**config.mk**
```make
export PLATFORM = sky130hd
export DESIGN_NAME = lamd_decoder
export DESIGN_NICKNAME = d
export VERILOG_FILES = /design/src/lamd_pkg.sv /design/src/lamd_cfg_if.sv /design/src/lamd_regs.sv /design/src/lamd_decoder.sv
export SDC_FILE = /design/constraint.sdc
export NUM_CORES = 1
export LEC_CHECK = 0
export BUFFER_PORTS_ARGS = -buffer_cell sky130_fd_sc_hd__buf_2
export CORE_MARGIN = 2
export CORE_UTILIZATION = 54
export CTS_CLUSTER_SIZE = 14
export DETAILED_ROUTE_END_ITERATION = 8
export PLACE_DENSITY_LB_ADDON = 0.2
export SLEW_MARGIN = 30
export SYNTH_ARGS = -nofsm -noshare
export SYNTH_HDL_FRONTEND = slang
export SYNTH_SLANG_ARGS = --single-unit
export TNS_END_PERCENT = 5
```
**constraint.sdc**
```tcl
create_clock -name i_mclk -period 5.8 [get_ports i_mclk]
set_input_delay 0.87 -clock i_mclk [delete_from_list [all_inputs] [get_ports i_mclk]]
set_output_delay 0.87 -clock i_mclk [all_outputs]
set_load 0.02 [all_outputs]
```
**src/lamd_pkg.sv**
```systemverilog
/*
  constants, types and register map of the legacy address map decoder.
  assumes a 32-bit physical address and a 32-bit apb register port.
*/
`default_nettype none
package lamd_pkg;
   // ---------------------------------------------------------------
   // address ranges
   // ---------------------------------------------------------------
   localparam logic [31:0] VID_LOW_BASE   = 32'h000a_0000;
   localparam logic [31:0] MONO_BASE      = 32'h000b_0000;
   localparam logic [31:0] VID_HIGH_BASE  = 32'h000b_8000;
   localparam logic [31:0] VID_HIGH_LAST  = 32'h000b_ffff;
   localparam logic [31:0] EXP_BASE       = 32'h000c_0000;
   localparam logic [31:0] EBIOS_BASE     = 32'h000e_0000;
   localparam logic [31:0] SBIOS_BASE     = 32'h000f_0000;
   localparam logic [31:0] SBIOS_LAST     = 32'h000f_ffff;
   localparam logic [31:0] HOLE_BASE      = 32'h00f0_0000;
   localparam logic [31:0] HOLE_LAST      = 32'h00ff_ffff;
   localparam logic [31:0] SEG16K_BYTES   = 32'h0000_4000;
   localparam int          SHADOW_SEGS    = 13;
   // monochrome adapter i/o ports
   localparam logic [15:0] IO_MONO_P0     = 16'h03b4;
   localparam logic [15:0] IO_MONO_P1     = 16'h03b5;
   localparam logic [15:0] IO_MONO_P2     = 16'h03b8;
   localparam logic [15:0] IO_MONO_P3     = 16'h03b9;
   localparam logic [15:0] IO_MONO_P4     = 16'h03ba;
   localparam logic [15:0] IO_MONO_P5     = 16'h03bf;
   // top segment sizes in bytes, by size code
   localparam logic [31:0] TOP_SMM_SEGMENT_128K      = 32'h0002_0000;
   localparam logic [31:0] TOP_SMM_SEGMENT_256K      = 32'h0004_0000;
   localparam logic [31:0] TOP_SMM_SEGMENT_512K      = 32'h0008_0000;
   localparam logic [31:0] TOP_SMM_SEGMENT_1M        = 32'h0010_0000;
   // ---------------------------------------------------------------
   // register map (byte offsets)
   // ---------------------------------------------------------------
   localparam logic [7:0]  REG_CTRL       = 8'h00;
   localparam logic [7:0]  REG_SHADOW     = 8'h04;
   localparam logic [7:0]  REG_TOLM       = 8'h08;
   localparam logic [7:0]  REG_SMM        = 8'h0c;
   localparam logic [7:0]  REG_ROWB       = 8'h10;
   localparam logic [7:0]  REG_STATUS     = 8'h14;
   // control fields
   localparam int          CTRL_GRAPHICS_LEGACY_ENABLE_BIT = 0;
   localparam int          CTRL_MONO_BIT  = 1;
   localparam int          CTRL_HOLE_BIT  = 2;
   // smm fields
   localparam int          SMM_GLOBAL_BIT = 0;
   localparam int          SMM_OPEN_BIT   = 1;
   localparam int          SMM_HIGH_BIT   = 2;
   localparam int          SMM_TEN_BIT    = 3;
   localparam int          SMM_SZ_LSB     = 4;
   // reset values
   localparam logic [31:0] CTRL_RST       = 32'h0000_0000;
   localparam logic [25:0] SHADOW_RST     = 26'h000_0000;
   localparam logic [31:0] TOLM_RST       = 32'h0100_0000;
   localparam logic [31:0] SMM_RST        = 32'h0000_0000;
   localparam logic [7:0]  ROWB_RST       = 8'h00;

   typedef enum logic [1:0] {LAMD_DRAM, LAMD_HUB, LAMD_GFX, LAMD_SPECIAL} lamd_dest_e;
   typedef enum logic [1:0] {LAMD_CPU, LAMD_FROM_HUB, LAMD_FROM_GFX} lamd_src_e;
endpackage : lamd_pkg
`default_nettype wire

```
**src/lamd_cfg_if.sv**
```systemverilog
/*
  configuration bundle from the register file to the route logic.
  assumes one writer (the register file) and one reader.
*/
`timescale 1ns/1ps
`default_nettype none
interface lamd_cfg_if;
   logic        vga_en;
   logic        mono_present;
   logic        hole_en;
   logic [25:0] shadow_attr;
   logic [31:0] tolm;
   logic [31:0] smm_ctl;
   modport regs (output vga_en, mono_present, hole_en, shadow_attr, tolm, smm_ctl);
   modport route (input vga_en, mono_present, hole_en, shadow_attr, tolm, smm_ctl);
endinterface : lamd_cfg_if
`default_nettype wire

```
**src/lamd_regs.sv**
```systemverilog
/*
  apb register file of the decoder; drives the config bundle.
  assumes a well behaved apb master; zero wait states.
*/
`timescale 1ns/1ps
`default_nettype none
module lamd_regs
   import lamd_pkg::*;
(
   // clock and reset
   input  wire logic        i_mclk,
   input  wire logic        i_rst,
   // apb
   input  wire logic        i_psel,
   input  wire logic        i_penable,
   input  wire logic        i_pwrite,
   input  wire logic [7:0]  i_paddr,
   input  wire logic [31:0] i_pwdata,
   input  wire logic [31:0] i_status,
   output logic      [31:0] o_prdata,
   output logic             o_pslverr,
   // config
   lamd_cfg_if.regs         cfg
);
   logic [31:0] ctrl_q;
   logic [25:0] shadow_q;
   logic [31:0] tolm_q;
   logic [31:0] smm_q;
   logic [7:0]  rowb_q;
   logic [31:0] rdata_d;
   logic        hit_d;
   wire         wr_en    = i_psel & i_penable & i_pwrite;
   wire         setup    = i_psel & ~i_penable;
   wire         rd_setup = setup & ~i_pwrite;

   always_comb begin
      hit_d   = 1'b1;
      rdata_d = 32'h0000_0000;
      case (i_paddr)
         REG_CTRL:   rdata_d = {29'h0000_0000, ctrl_q[2:0]};
         REG_SHADOW: rdata_d = {6'h00, shadow_q};
         REG_TOLM:   rdata_d = tolm_q;
         REG_SMM:    rdata_d = {26'h000_0000, smm_q[5:0]};
         REG_ROWB:   rdata_d = {24'h00_0000, rowb_q};
         REG_STATUS: rdata_d = i_status;
         default:    hit_d   = 1'b0;
      endcase
   end

   // new values steer the next decoded transaction [RQ21]
   always_ff @(posedge i_mclk or posedge i_rst) begin
      if (i_rst) begin
         ctrl_q   <= CTRL_RST;
         shadow_q <= SHADOW_RST; // bios segment starts disabled [RQ9]
         tolm_q   <= TOLM_RST;
         smm_q    <= SMM_RST;
         rowb_q   <= ROWB_RST;
      end else if (wr_en) begin
         case (i_paddr)
            REG_CTRL:   ctrl_q   <= i_pwdata;
            REG_SHADOW: shadow_q <= i_pwdata[25:0];
            REG_TOLM:   tolm_q   <= {i_pwdata[31:16], 16'h0000};
            REG_SMM:    smm_q    <= i_pwdata;
            REG_ROWB:   rowb_q   <= i_pwdata[7:0]; // software keeps it valid [RQ17]
            default:    ;
         endcase
      end
   end

   always_ff @(posedge i_mclk or posedge i_rst) begin
      if (i_rst) begin
         o_prdata  <= 32'h0000_0000;
         o_pslverr <= 1'b0;
      end else begin
         // latched at setup so data and error stand beside pready
         o_prdata  <= rd_setup ? rdata_d : 32'h0000_0000;
         o_pslverr <= setup & ~hit_d;
      end
   end

   assign cfg.vga_en       = ctrl_q[CTRL_GRAPHICS_LEGACY_ENABLE_BIT];
   assign cfg.mono_present = ctrl_q[CTRL_MONO_BIT];
   assign cfg.hole_en      = ctrl_q[CTRL_HOLE_BIT];
   assign cfg.shadow_attr  = shadow_q;
   assign cfg.tolm         = tolm_q;
   assign cfg.smm_ctl      = smm_q;
endmodule : lamd_regs
`default_nettype wire

```
**src/lamd_decoder.sv**
```systemverilog
/*
  legacy address map decoder: routes each transaction to dram, hub or
  graphics port, or marks it for special termination.
  assumes a request is a one-cycle strobe; the answer is one cycle later.
*/
// Implementation choices: the address map and the APB slave port.
// How it works
// [RQ1] 32-bit address: legacy below 1 MB, extended above
// [RQ2] video range goes to hub by default
// [RQ3] legacy enable sends video ranges to graphics
// [RQ4] monochrome present keeps monochrome range on hub
// [RQ5] monochrome i/o ports go to hub
// [RQ6] software sets at most one legacy enable
// [RQ7] expansion region: eight 16 KB segments, four states
// [RQ8] extended bios: four segments, read/write attributes
// [RQ9] system bios one segment, disabled at reset
// [RQ10] memory hole relays 15-16 MB to hub
// [RQ11] top segment sized 128K to 1M
// [RQ12] top segment reaches dram only when permitted
// [RQ13] smm disabled: range is ordinary dram
// [RQ14] non-smm top segment access specially terminated
// [RQ15] hub and graphics masters never reach smm
// [RQ16] top of memory bounds dram; segment below it
// [RQ17] software programs last row boundary register
// [RQ18] special termination: reads address 0, writes dropped
// [RQ19] above top of memory subtractively to hub
// [RQ20] shadow access to dram only if attribute set
// [RQ21] route is combinational from address and config
`timescale 1ns/1ps
`default_nettype none
module lamd_decoder
   import lamd_pkg::*;
(
   // clock and reset
   input  wire logic        i_mclk,
   input  wire logic        i_rst,
   // apb register port
   input  wire logic        i_psel,
   input  wire logic        i_penable,
   input  wire logic        i_pwrite,
   input  wire logic [7:0]  i_paddr,
   input  wire logic [31:0] i_pwdata,
   output logic      [31:0] o_prdata,
   output logic             o_pready,
   output logic             o_pslverr,
   // transaction request
   input  wire logic        i_req_valid,
   input  wire logic [31:0] i_req_addr,
   input  wire logic        i_req_write,
   input  wire logic        i_req_io,
   input  wire logic        i_req_smm_code,
   input  wire logic [1:0]  i_req_src,
   // routing answer
   output logic             o_rt_valid,
   output logic [1:0]       o_rt_dest,
   output logic [31:0]      o_rt_addr,
   output logic             o_rt_drop_write,
   output logic             o_rt_io_claim
);
   // ---------------------------------------------------------------
   // registers
   // ---------------------------------------------------------------
   lamd_cfg_if cfg ();
   logic [31:0] status_w;
   logic [3:0]  cnt_q;
   logic [3:0]  cnt_d;

   lamd_regs u_regs (
      .i_mclk    (i_mclk),
      .i_rst     (i_rst),
      .i_psel    (i_psel),
      .i_penable (i_penable),
      .i_pwrite  (i_pwrite),
      .i_paddr   (i_paddr),
      .i_pwdata  (i_pwdata),
      .i_status  (status_w),
      .o_prdata  (o_prdata),
      .o_pslverr (o_pslverr),
      .cfg       (cfg)
   );

   // ready only in the cycle after setup: registers answer in the first access cycle
   always_ff @(posedge i_mclk or posedge i_rst) begin
      if (i_rst) o_pready <= 1'b0;
      else       o_pready <= i_psel & ~i_penable;
   end

   // ---------------------------------------------------------------
   // range decode
   // ---------------------------------------------------------------
   wire        is_cpu    = (i_req_src == 2'(LAMD_CPU));
   wire [31:0] a         = i_req_addr; // full 4 GB space [RQ1]
   wire        in_vlow   = (a >= VID_LOW_BASE)  & (a < MONO_BASE);
   wire        in_mono   = (a >= MONO_BASE)     & (a < VID_HIGH_BASE);
   wire        in_vhigh  = (a >= VID_HIGH_BASE) & (a <= VID_HIGH_LAST);
   wire        in_video  = in_vlow | in_mono | in_vhigh;
   wire        in_shadow = (a >= EXP_BASE) & (a <= SBIOS_LAST);
   wire        in_hole   = (a >= HOLE_BASE) & (a <= HOLE_LAST);
   wire [31:0] shadow_off = a - EXP_BASE;
   // segment index: 0..7 expansion, 8..11 ext bios, 12 system bios
   wire [3:0]  seg_raw   = shadow_off[17:14];
   wire [3:0]  seg_idx   = (a >= SBIOS_BASE) ? 4'hc : seg_raw; // [RQ9]
   wire [1:0]  seg_attr  = cfg.shadow_attr[2*seg_idx +: 2];    // bit0 read, bit1 write
   wire        seg_dram  = i_req_write ? seg_attr[1] : seg_attr[0]; // [RQ7] [RQ8] [RQ20]
   wire        ext_bios  = (a >= EBIOS_BASE) & (a < SBIOS_BASE);

   // top segment
   wire [1:0]  sz_code   = cfg.smm_ctl[SMM_SZ_LSB +: 2];
   logic [31:0] top_segment_size_field;
   always_comb begin
      case (sz_code) // [RQ11]
         2'h0:    top_segment_size_field = TOP_SMM_SEGMENT_128K;
         2'h1:    top_segment_size_field = TOP_SMM_SEGMENT_256K;
         2'h2:    top_segment_size_field = TOP_SMM_SEGMENT_512K;
         default: top_segment_size_field = TOP_SMM_SEGMENT_1M;
      endcase
   end
   wire [31:0] top_smm_segment_base = cfg.tolm - top_segment_size_field; // [RQ16]
   wire        in_top_smm_segment   = (a >= top_smm_segment_base) & (a < cfg.tolm);
   wire        above_tom = (a >= cfg.tolm);
   wire        smm_glob  = cfg.smm_ctl[SMM_GLOBAL_BIT];
   wire        top_smm_segment_on   = smm_glob & cfg.smm_ctl[SMM_HIGH_BIT] & cfg.smm_ctl[SMM_TEN_BIT];
   wire        smm_ok    = is_cpu & (cfg.smm_ctl[SMM_OPEN_BIT] | i_req_smm_code);

   // monochrome i/o ports
   wire [15:0] io_a      = a[15:0];
   wire        io_mono   = (io_a == IO_MONO_P0) | (io_a == IO_MONO_P1)
                         | (io_a == IO_MONO_P2) | (io_a == IO_MONO_P3)
                         | (io_a == IO_MONO_P4) | (io_a == IO_MONO_P5);
   wire        io_hit    = i_req_io & cfg.mono_present & io_mono & (a[31:16] == 16'h0000);

   // ---------------------------------------------------------------
   // route selection, purely combinational
   // ---------------------------------------------------------------
   lamd_dest_e dest_d;
   always_comb begin // [RQ21]
      if (i_req_io)
         dest_d = LAMD_HUB; // [RQ5]
      else if (in_mono & cfg.mono_present)
         dest_d = LAMD_HUB; // [RQ4]
      else if (in_video)
         dest_d = cfg.vga_en ? LAMD_GFX : LAMD_HUB; // [RQ2] [RQ3]
      else if (in_shadow)
         dest_d = seg_dram ? LAMD_DRAM : LAMD_HUB; // [RQ20]
      else if (in_hole & cfg.hole_en)
         dest_d = LAMD_HUB; // [RQ10]
      else if (in_top_smm_segment & top_smm_segment_on)
         dest_d = smm_ok ? LAMD_DRAM : LAMD_SPECIAL; // [RQ12] [RQ14] [RQ15]
      else if (above_tom)
         dest_d = LAMD_HUB; // [RQ19]
      else
         dest_d = LAMD_DRAM; // [RQ13]
   end

   // special termination reads address 0 and drops writes [RQ18]
   wire        special_d = (dest_d == LAMD_SPECIAL);
   wire [31:0] addr_d    = special_d ? 32'h0000_0000 : a;

   always_ff @(posedge i_mclk or posedge i_rst) begin
      if (i_rst) begin
         o_rt_valid      <= 1'b0;
         o_rt_dest       <= 2'(LAMD_HUB);
         o_rt_addr       <= 32'h0000_0000;
         o_rt_drop_write <= 1'b0;
         o_rt_io_claim   <= 1'b0;
      end else begin
         o_rt_valid      <= i_req_valid;
         o_rt_dest       <= 2'(dest_d);
         o_rt_addr       <= addr_d;
         o_rt_drop_write <= i_req_valid & special_d & i_req_write; // [RQ18]
         o_rt_io_claim   <= i_req_valid & io_hit; // [RQ5]
      end
   end

   // count of special terminations, readable for diagnosis
   assign cnt_d = cnt_q + 4'(i_req_valid & special_d);
   always_ff @(posedge i_mclk or posedge i_rst) begin
      if (i_rst) cnt_q <= 4'h0;
      else       cnt_q <= cnt_d;
   end
   // software keeps only one legacy enable set, so no arbitration here [RQ6]
   assign status_w = {26'h000_0000, ext_bios, top_smm_segment_on, cnt_q};

   // ---------------------------------------------------------------
   // assertions
   // ---------------------------------------------------------------
   property p_video_gfx;
      @(posedge i_mclk) disable iff (i_rst)
         (i_req_valid & ~i_req_io & in_vlow & cfg.vga_en) |=> (o_rt_dest == 2'(LAMD_GFX));
   endproperty
   a_video_gfx: assert property (p_video_gfx) else $error("video not to graphics"); // [RQ3]

   property p_video_hub;
      @(posedge i_mclk) disable iff (i_rst)
         (i_req_valid & ~i_req_io & in_vhigh & ~cfg.vga_en) |=> (o_rt_dest == 2'(LAMD_HUB));
   endproperty
   a_video_hub: assert property (p_video_hub) else $error("video not to hub"); // [RQ2]

   property p_mono;
      @(posedge i_mclk) disable iff (i_rst)
         (i_req_valid & ~i_req_io & in_mono & cfg.mono_present) |=> (o_rt_dest == 2'(LAMD_HUB));
   endproperty
   a_mono: assert property (p_mono) else $error("mono range not to hub"); // [RQ4]

   property p_io_claim;
      @(posedge i_mclk) disable iff (i_rst)
         (i_req_valid & io_hit) |=> (o_rt_io_claim & (o_rt_dest == 2'(LAMD_HUB)));
   endproperty
   a_io_claim: assert property (p_io_claim) else $error("mono port not claimed"); // [RQ5]

   property p_hole;
      @(posedge i_mclk) disable iff (i_rst)
         (i_req_valid & ~i_req_io & in_hole & cfg.hole_en) |=> (o_rt_dest == 2'(LAMD_HUB));
   endproperty
   a_hole: assert property (p_hole) else $error("hole not to hub"); // [RQ10]

   property p_no_smm_hub;
      @(posedge i_mclk) disable iff (i_rst)
         (i_req_valid & ~i_req_io & ~is_cpu & in_top_smm_segment & top_smm_segment_on & ~in_shadow & ~in_video
          & ~(in_hole & cfg.hole_en)) |=> (o_rt_dest == 2'(LAMD_SPECIAL));
   endproperty
   a_no_smm_hub: assert property (p_no_smm_hub) else $error("hub reached smm"); // [RQ15]

   property p_special_zero;
      @(posedge i_mclk) disable iff (i_rst)
         (o_rt_valid & (o_rt_dest == 2'(LAMD_SPECIAL))) |-> (o_rt_addr == 32'h0000_0000);
   endproperty
   a_special_zero: assert property (p_special_zero) else $error("special not addr 0"); // [RQ18]

   property p_bios_reset;
      @(posedge i_mclk) disable iff (i_rst)
         (i_req_valid & ~i_req_io & (a >= SBIOS_BASE) & (a <= SBIOS_LAST)
          & (cfg.shadow_attr[25:24] == 2'h0)) |=> (o_rt_dest == 2'(LAMD_HUB));
   endproperty
   a_bios_reset: assert property (p_bios_reset) else $error("bios shadow leak"); // [RQ9]

   property p_pready;
      @(posedge i_mclk) disable iff (i_rst)
         (i_psel & ~i_penable) |=> o_pready ##1 ~o_pready;
   endproperty
   a_pready: assert property (p_pready) else $error("pready timing");

   c_gfx:     cover property (@(posedge i_mclk) o_rt_valid & (o_rt_dest == 2'(LAMD_GFX)));
   c_special: cover property (@(posedge i_mclk) o_rt_valid & (o_rt_dest == 2'(LAMD_SPECIAL)));
   c_shadow:  cover property (@(posedge i_mclk) i_req_valid & in_shadow & seg_dram);
   c_ioclaim: cover property (@(posedge i_mclk) o_rt_io_claim);
endmodule : lamd_decoder
`default_nettype wire

```
==> out/metrics.yaml <==
yosys:
  ys.flop_type: "dfrtp_1"
  syn_avg_cell_area_sq_um: 11.5
  synth_fp_nets: 688
  synth_compound_area_share_pct: 9.16
  async_flop_share_pct: 100
  synthXorXnorAreaFrac_pct: 2.02
  synth_top_family_by_area: "simple AND/OR/NAND/NOR gates"
  yosys.area_share.adder_pct: 7.43
  yosysSeqAreaShare_pct: 51.6
  synth_edf_count: 0
  synth.distinct_cells: 60
  synth.ff_latch_count: 134
  yosys_warnings: 0
  synth_area_sq_um: 6500
  muxShareOfSynthArea_pct: 10.4
  synthCells: 567
  yosys.area_share.simple_pct: 16.1
placed_design:
  portBuffers: 153
  place.gp.congestion: 0.869
  dp_slack_ns: 0.743
  place_inst: 851
  place_hpwl_microns: 12200
die:
  design.portCount: 154
  dieWidth_microns: 114
  num_rows: 40
  start_util_pct: 54.8
  die_h_microns: 114
  core_region_area_sq_um: 11900
  dieArea_sq_um: 12900
global_route:
  grt_max_degree: 85
  antenna_found_initial: 0
  grt_overflow: 0
  grt.total_usage_pct: 26.4
  grt_pass1_vias: 5077
  grt_pass1_wl_microns: 26000
power_and_ir_drop:
  clockPowerShare_pct: 46.8
  p_per_area_nw_per_um2: 269
  power_w: 0.00214
  combPwrFrac_pct: 7.9
  p_seq_share_pct: 45.3
  p_switching_w: 0.000496
  p_int_w: 0.00164
  switching_share_pct: 23.2
  peakVddDrop_v: 0.000228
  leakage_nw: 4.13
job:
  max_cap_viol_count: 0
clocking:
  cts_sinks: 134
  numCtsBuffers: 17
  clock_latency_ns: 0.42
  cts_hold_buf: 0
  clockRootBuffer: "clkbuf_16"
  cts_tree: "built"
  cts.clk_slew.worst_paths_ns: 0.06
  cts.repair.resized: 0
  h-tree-depth: 4
  clk_path_buf_depth: 2
  postCtsSetupBuffers: 0
critical_path:
  cp-start-kind: "register"
  worstPathRequired_ns: 6.14
  crit_type: "reg -> reg"
  critPathCaptureType: "register"
  worstPathArrival_ns: 5.38
  worst-path-max-fanout: 35
timing:
  hold_violations: 0
  skew_ns: 0.00822
  max_freq_ghz: 0.198
  slew_viol_final: 0
  worstMarginPinSlew_ns: 0.866
  setup_violations: 0
  rsz0062_at_grt: "no"
  period_needed_ns: 5.04
  holdWs_ns: 0.487
  slew_headroom_pct: 42.1
  fin_ws_ns: 0.762
  fin_crit_sh_pct: 86.9
  setup-tns-final_ns: 0
routing:
  avgViaCountPerCell: 5.69
  vias: 5020
  firstDrtPassIters: 8
  drtIter0Drc: 433
  antenna_left: 0
  drc: 0
  wl_microns: 16300
  wl_per_cell_microns: 18.5
final_layout:
  syn_to_final_growth_pct: 22.0
  antenna_cells: 0
  fin_cells: 883
  final_net_count: 844
  layout_common_cells: "buf_2, dfrtp_1, mux2_1"
  drive_above_1_share_pct: 29.3
  fillers: 919
  final_common_cell: "buf_2"
hold_path:
  min_path_type: "reg -> reg"
outcome:
  outcome: "completed"
-- worst paths after layout --
kind	start	endpoint	slack (ns)	depth (start not counted)
worst max-delay path	u_regs.cfg.smm_ctl[5]	cnt_q[2]	0.76	21
worst min-delay path	u_regs.cfg.tolm[30]	u_regs.o_prdata[30]	0.49	1
worst max register to register	u_regs.cfg.smm_ctl[5]	cnt_q[2]	0.76	21
worst min register to register	u_regs.cfg.tolm[30]	u_regs.o_prdata[30]	0.49	1
max in group asynchronous	i_rst	u_regs.cfg.tolm[31]	4.09	3
min in group asynchronous	i_rst	u_regs.o_prdata[7]	0.59	2
-- cell usage after synthesis (7+ instances only) --
| cell | n | area share (%) |
|---|---|---|
| a21o_1 | 11 | 1.3 |
| a21oi_1 | 17 | 1.3 |
| a22oi_1 | 12 | 1.4 |
| and2_1 | 37 | 3.6 |
| and3_1 | 12 | 1.2 |
| buf_2 | 7 | 0.54 |
| clkbuf_1 | 10 | 0.58 |
| dfrtp_1 | 132 | 51 |
| ha_1 | 37 | 7.1 |
| inv_1 | 24 | 1.4 |
| mux2_1 | 43 | 7.5 |
| mux2_2 | 7 | 1.2 |
| nand2_1 | 37 | 2.1 |
| nand3_1 | 10 | 0.77 |
| nand4_1 | 10 | 0.96 |
| nor2_1 | 34 | 2.0 |
| nor4_1 | 8 | 0.77 |
| o21ai_1 | 16 | 1.2 |
| xnor2_1 | 14 | 1.9 |
-- critical path, cell delays in order (launching register included) --
cell and delay, ns:
dfrtp_1 0.42, nor2_1 0.12, ha_1 0.14, inv_1 0.06, fa_1 0.40, a21oi_1 0.14, nor2b_1 0.07, or3_1 0.35
nor4_1 0.36, nand2_1 0.17, nor4_1 0.26, xnor2_1 0.13, ha_1 0.31, nand4_1 0.09, or2_2 0.29, o22ai_1 0.17
a21oi_1 0.09, or4_4 0.70, nor2_1 0.17, ha_1 0.20, ha_1 0.17, xor2_1 0.14
-- logic make-up (layout without fill, tap and decap cells) --
kind of cell | Yosys count | count (layout)
xor+xnor | 15 | 15
flops | 134 | 134
buf+inv | 47 | 216
mux | 56 | 56
fa+ha+maj | 38 | 38
simple gates | 188 | 188
compound gates | 89 | 89
-- flip-flops by register name, indices dropped and copies added, names as in the netlist, 2 cells and up --
signal / count
u_regs.rowb_q: 8
o_rt_dest: 2
u_regs.cfg.tolm: 16
u_regs.cfg.shadow_attr: 26
cnt_q: 4
u_regs.o_prdata: 32
u_regs.ctrl_q: 3
o_rt_addr: 32
u_regs.cfg.smm_ctl: 6
-- power groups by stage --
stage,clock (W),sequential [W],combinational [W]
finish,0.000999,0.000966,0.000170
global route,0.00106,0.000968,0.000187
CTS,0.00101,0.000967,0.000170
detailed placement,0,0.000983,0.000169
global placement,0,0.000982,0.000164
floorplan,0,0.000998,0.0000732
-- metrics by stage --
| step | instance area, sq um | util (%) |
|---|---|---|
| floorplan | 6500 | - |
| global placement | 7370 | 62.2 |
| detailed placement | 7370 | 62.2 |
| CTS | 7930 | 66.8 |
| global route | 7930 | 66.9 |
| finish | 7930 | 66.9 |
-- final cells by class --
class                   instances  area [sq um]  share of cell area, %
inverters                      25          98.8                   1.25
flip-flops and latches        134          3360                   42.3
well taps                     147           184                   2.32
multi-input cells             386          2930                   36.9
clock buffers                  23           478                   6.03
repair buffers                159           811                   10.2
clock inverters                 9          76.3                  0.962
-- metal layers --
| layer | GRT usage [%] | vias up | wire length (microns) |
|---|---|---|---|
| li1 | - | 2336 | - |
| met1 | 35.8 | 2433 | 7280 |
| met2 | 40.5 | 217 | 7430 |
| met3 | 6.11 | 34 | 1120 |
| met4 | 12.5 | 0 | 463 |
| met5 | 0 | - | 0 |
(Power assumes the default switching activity.)
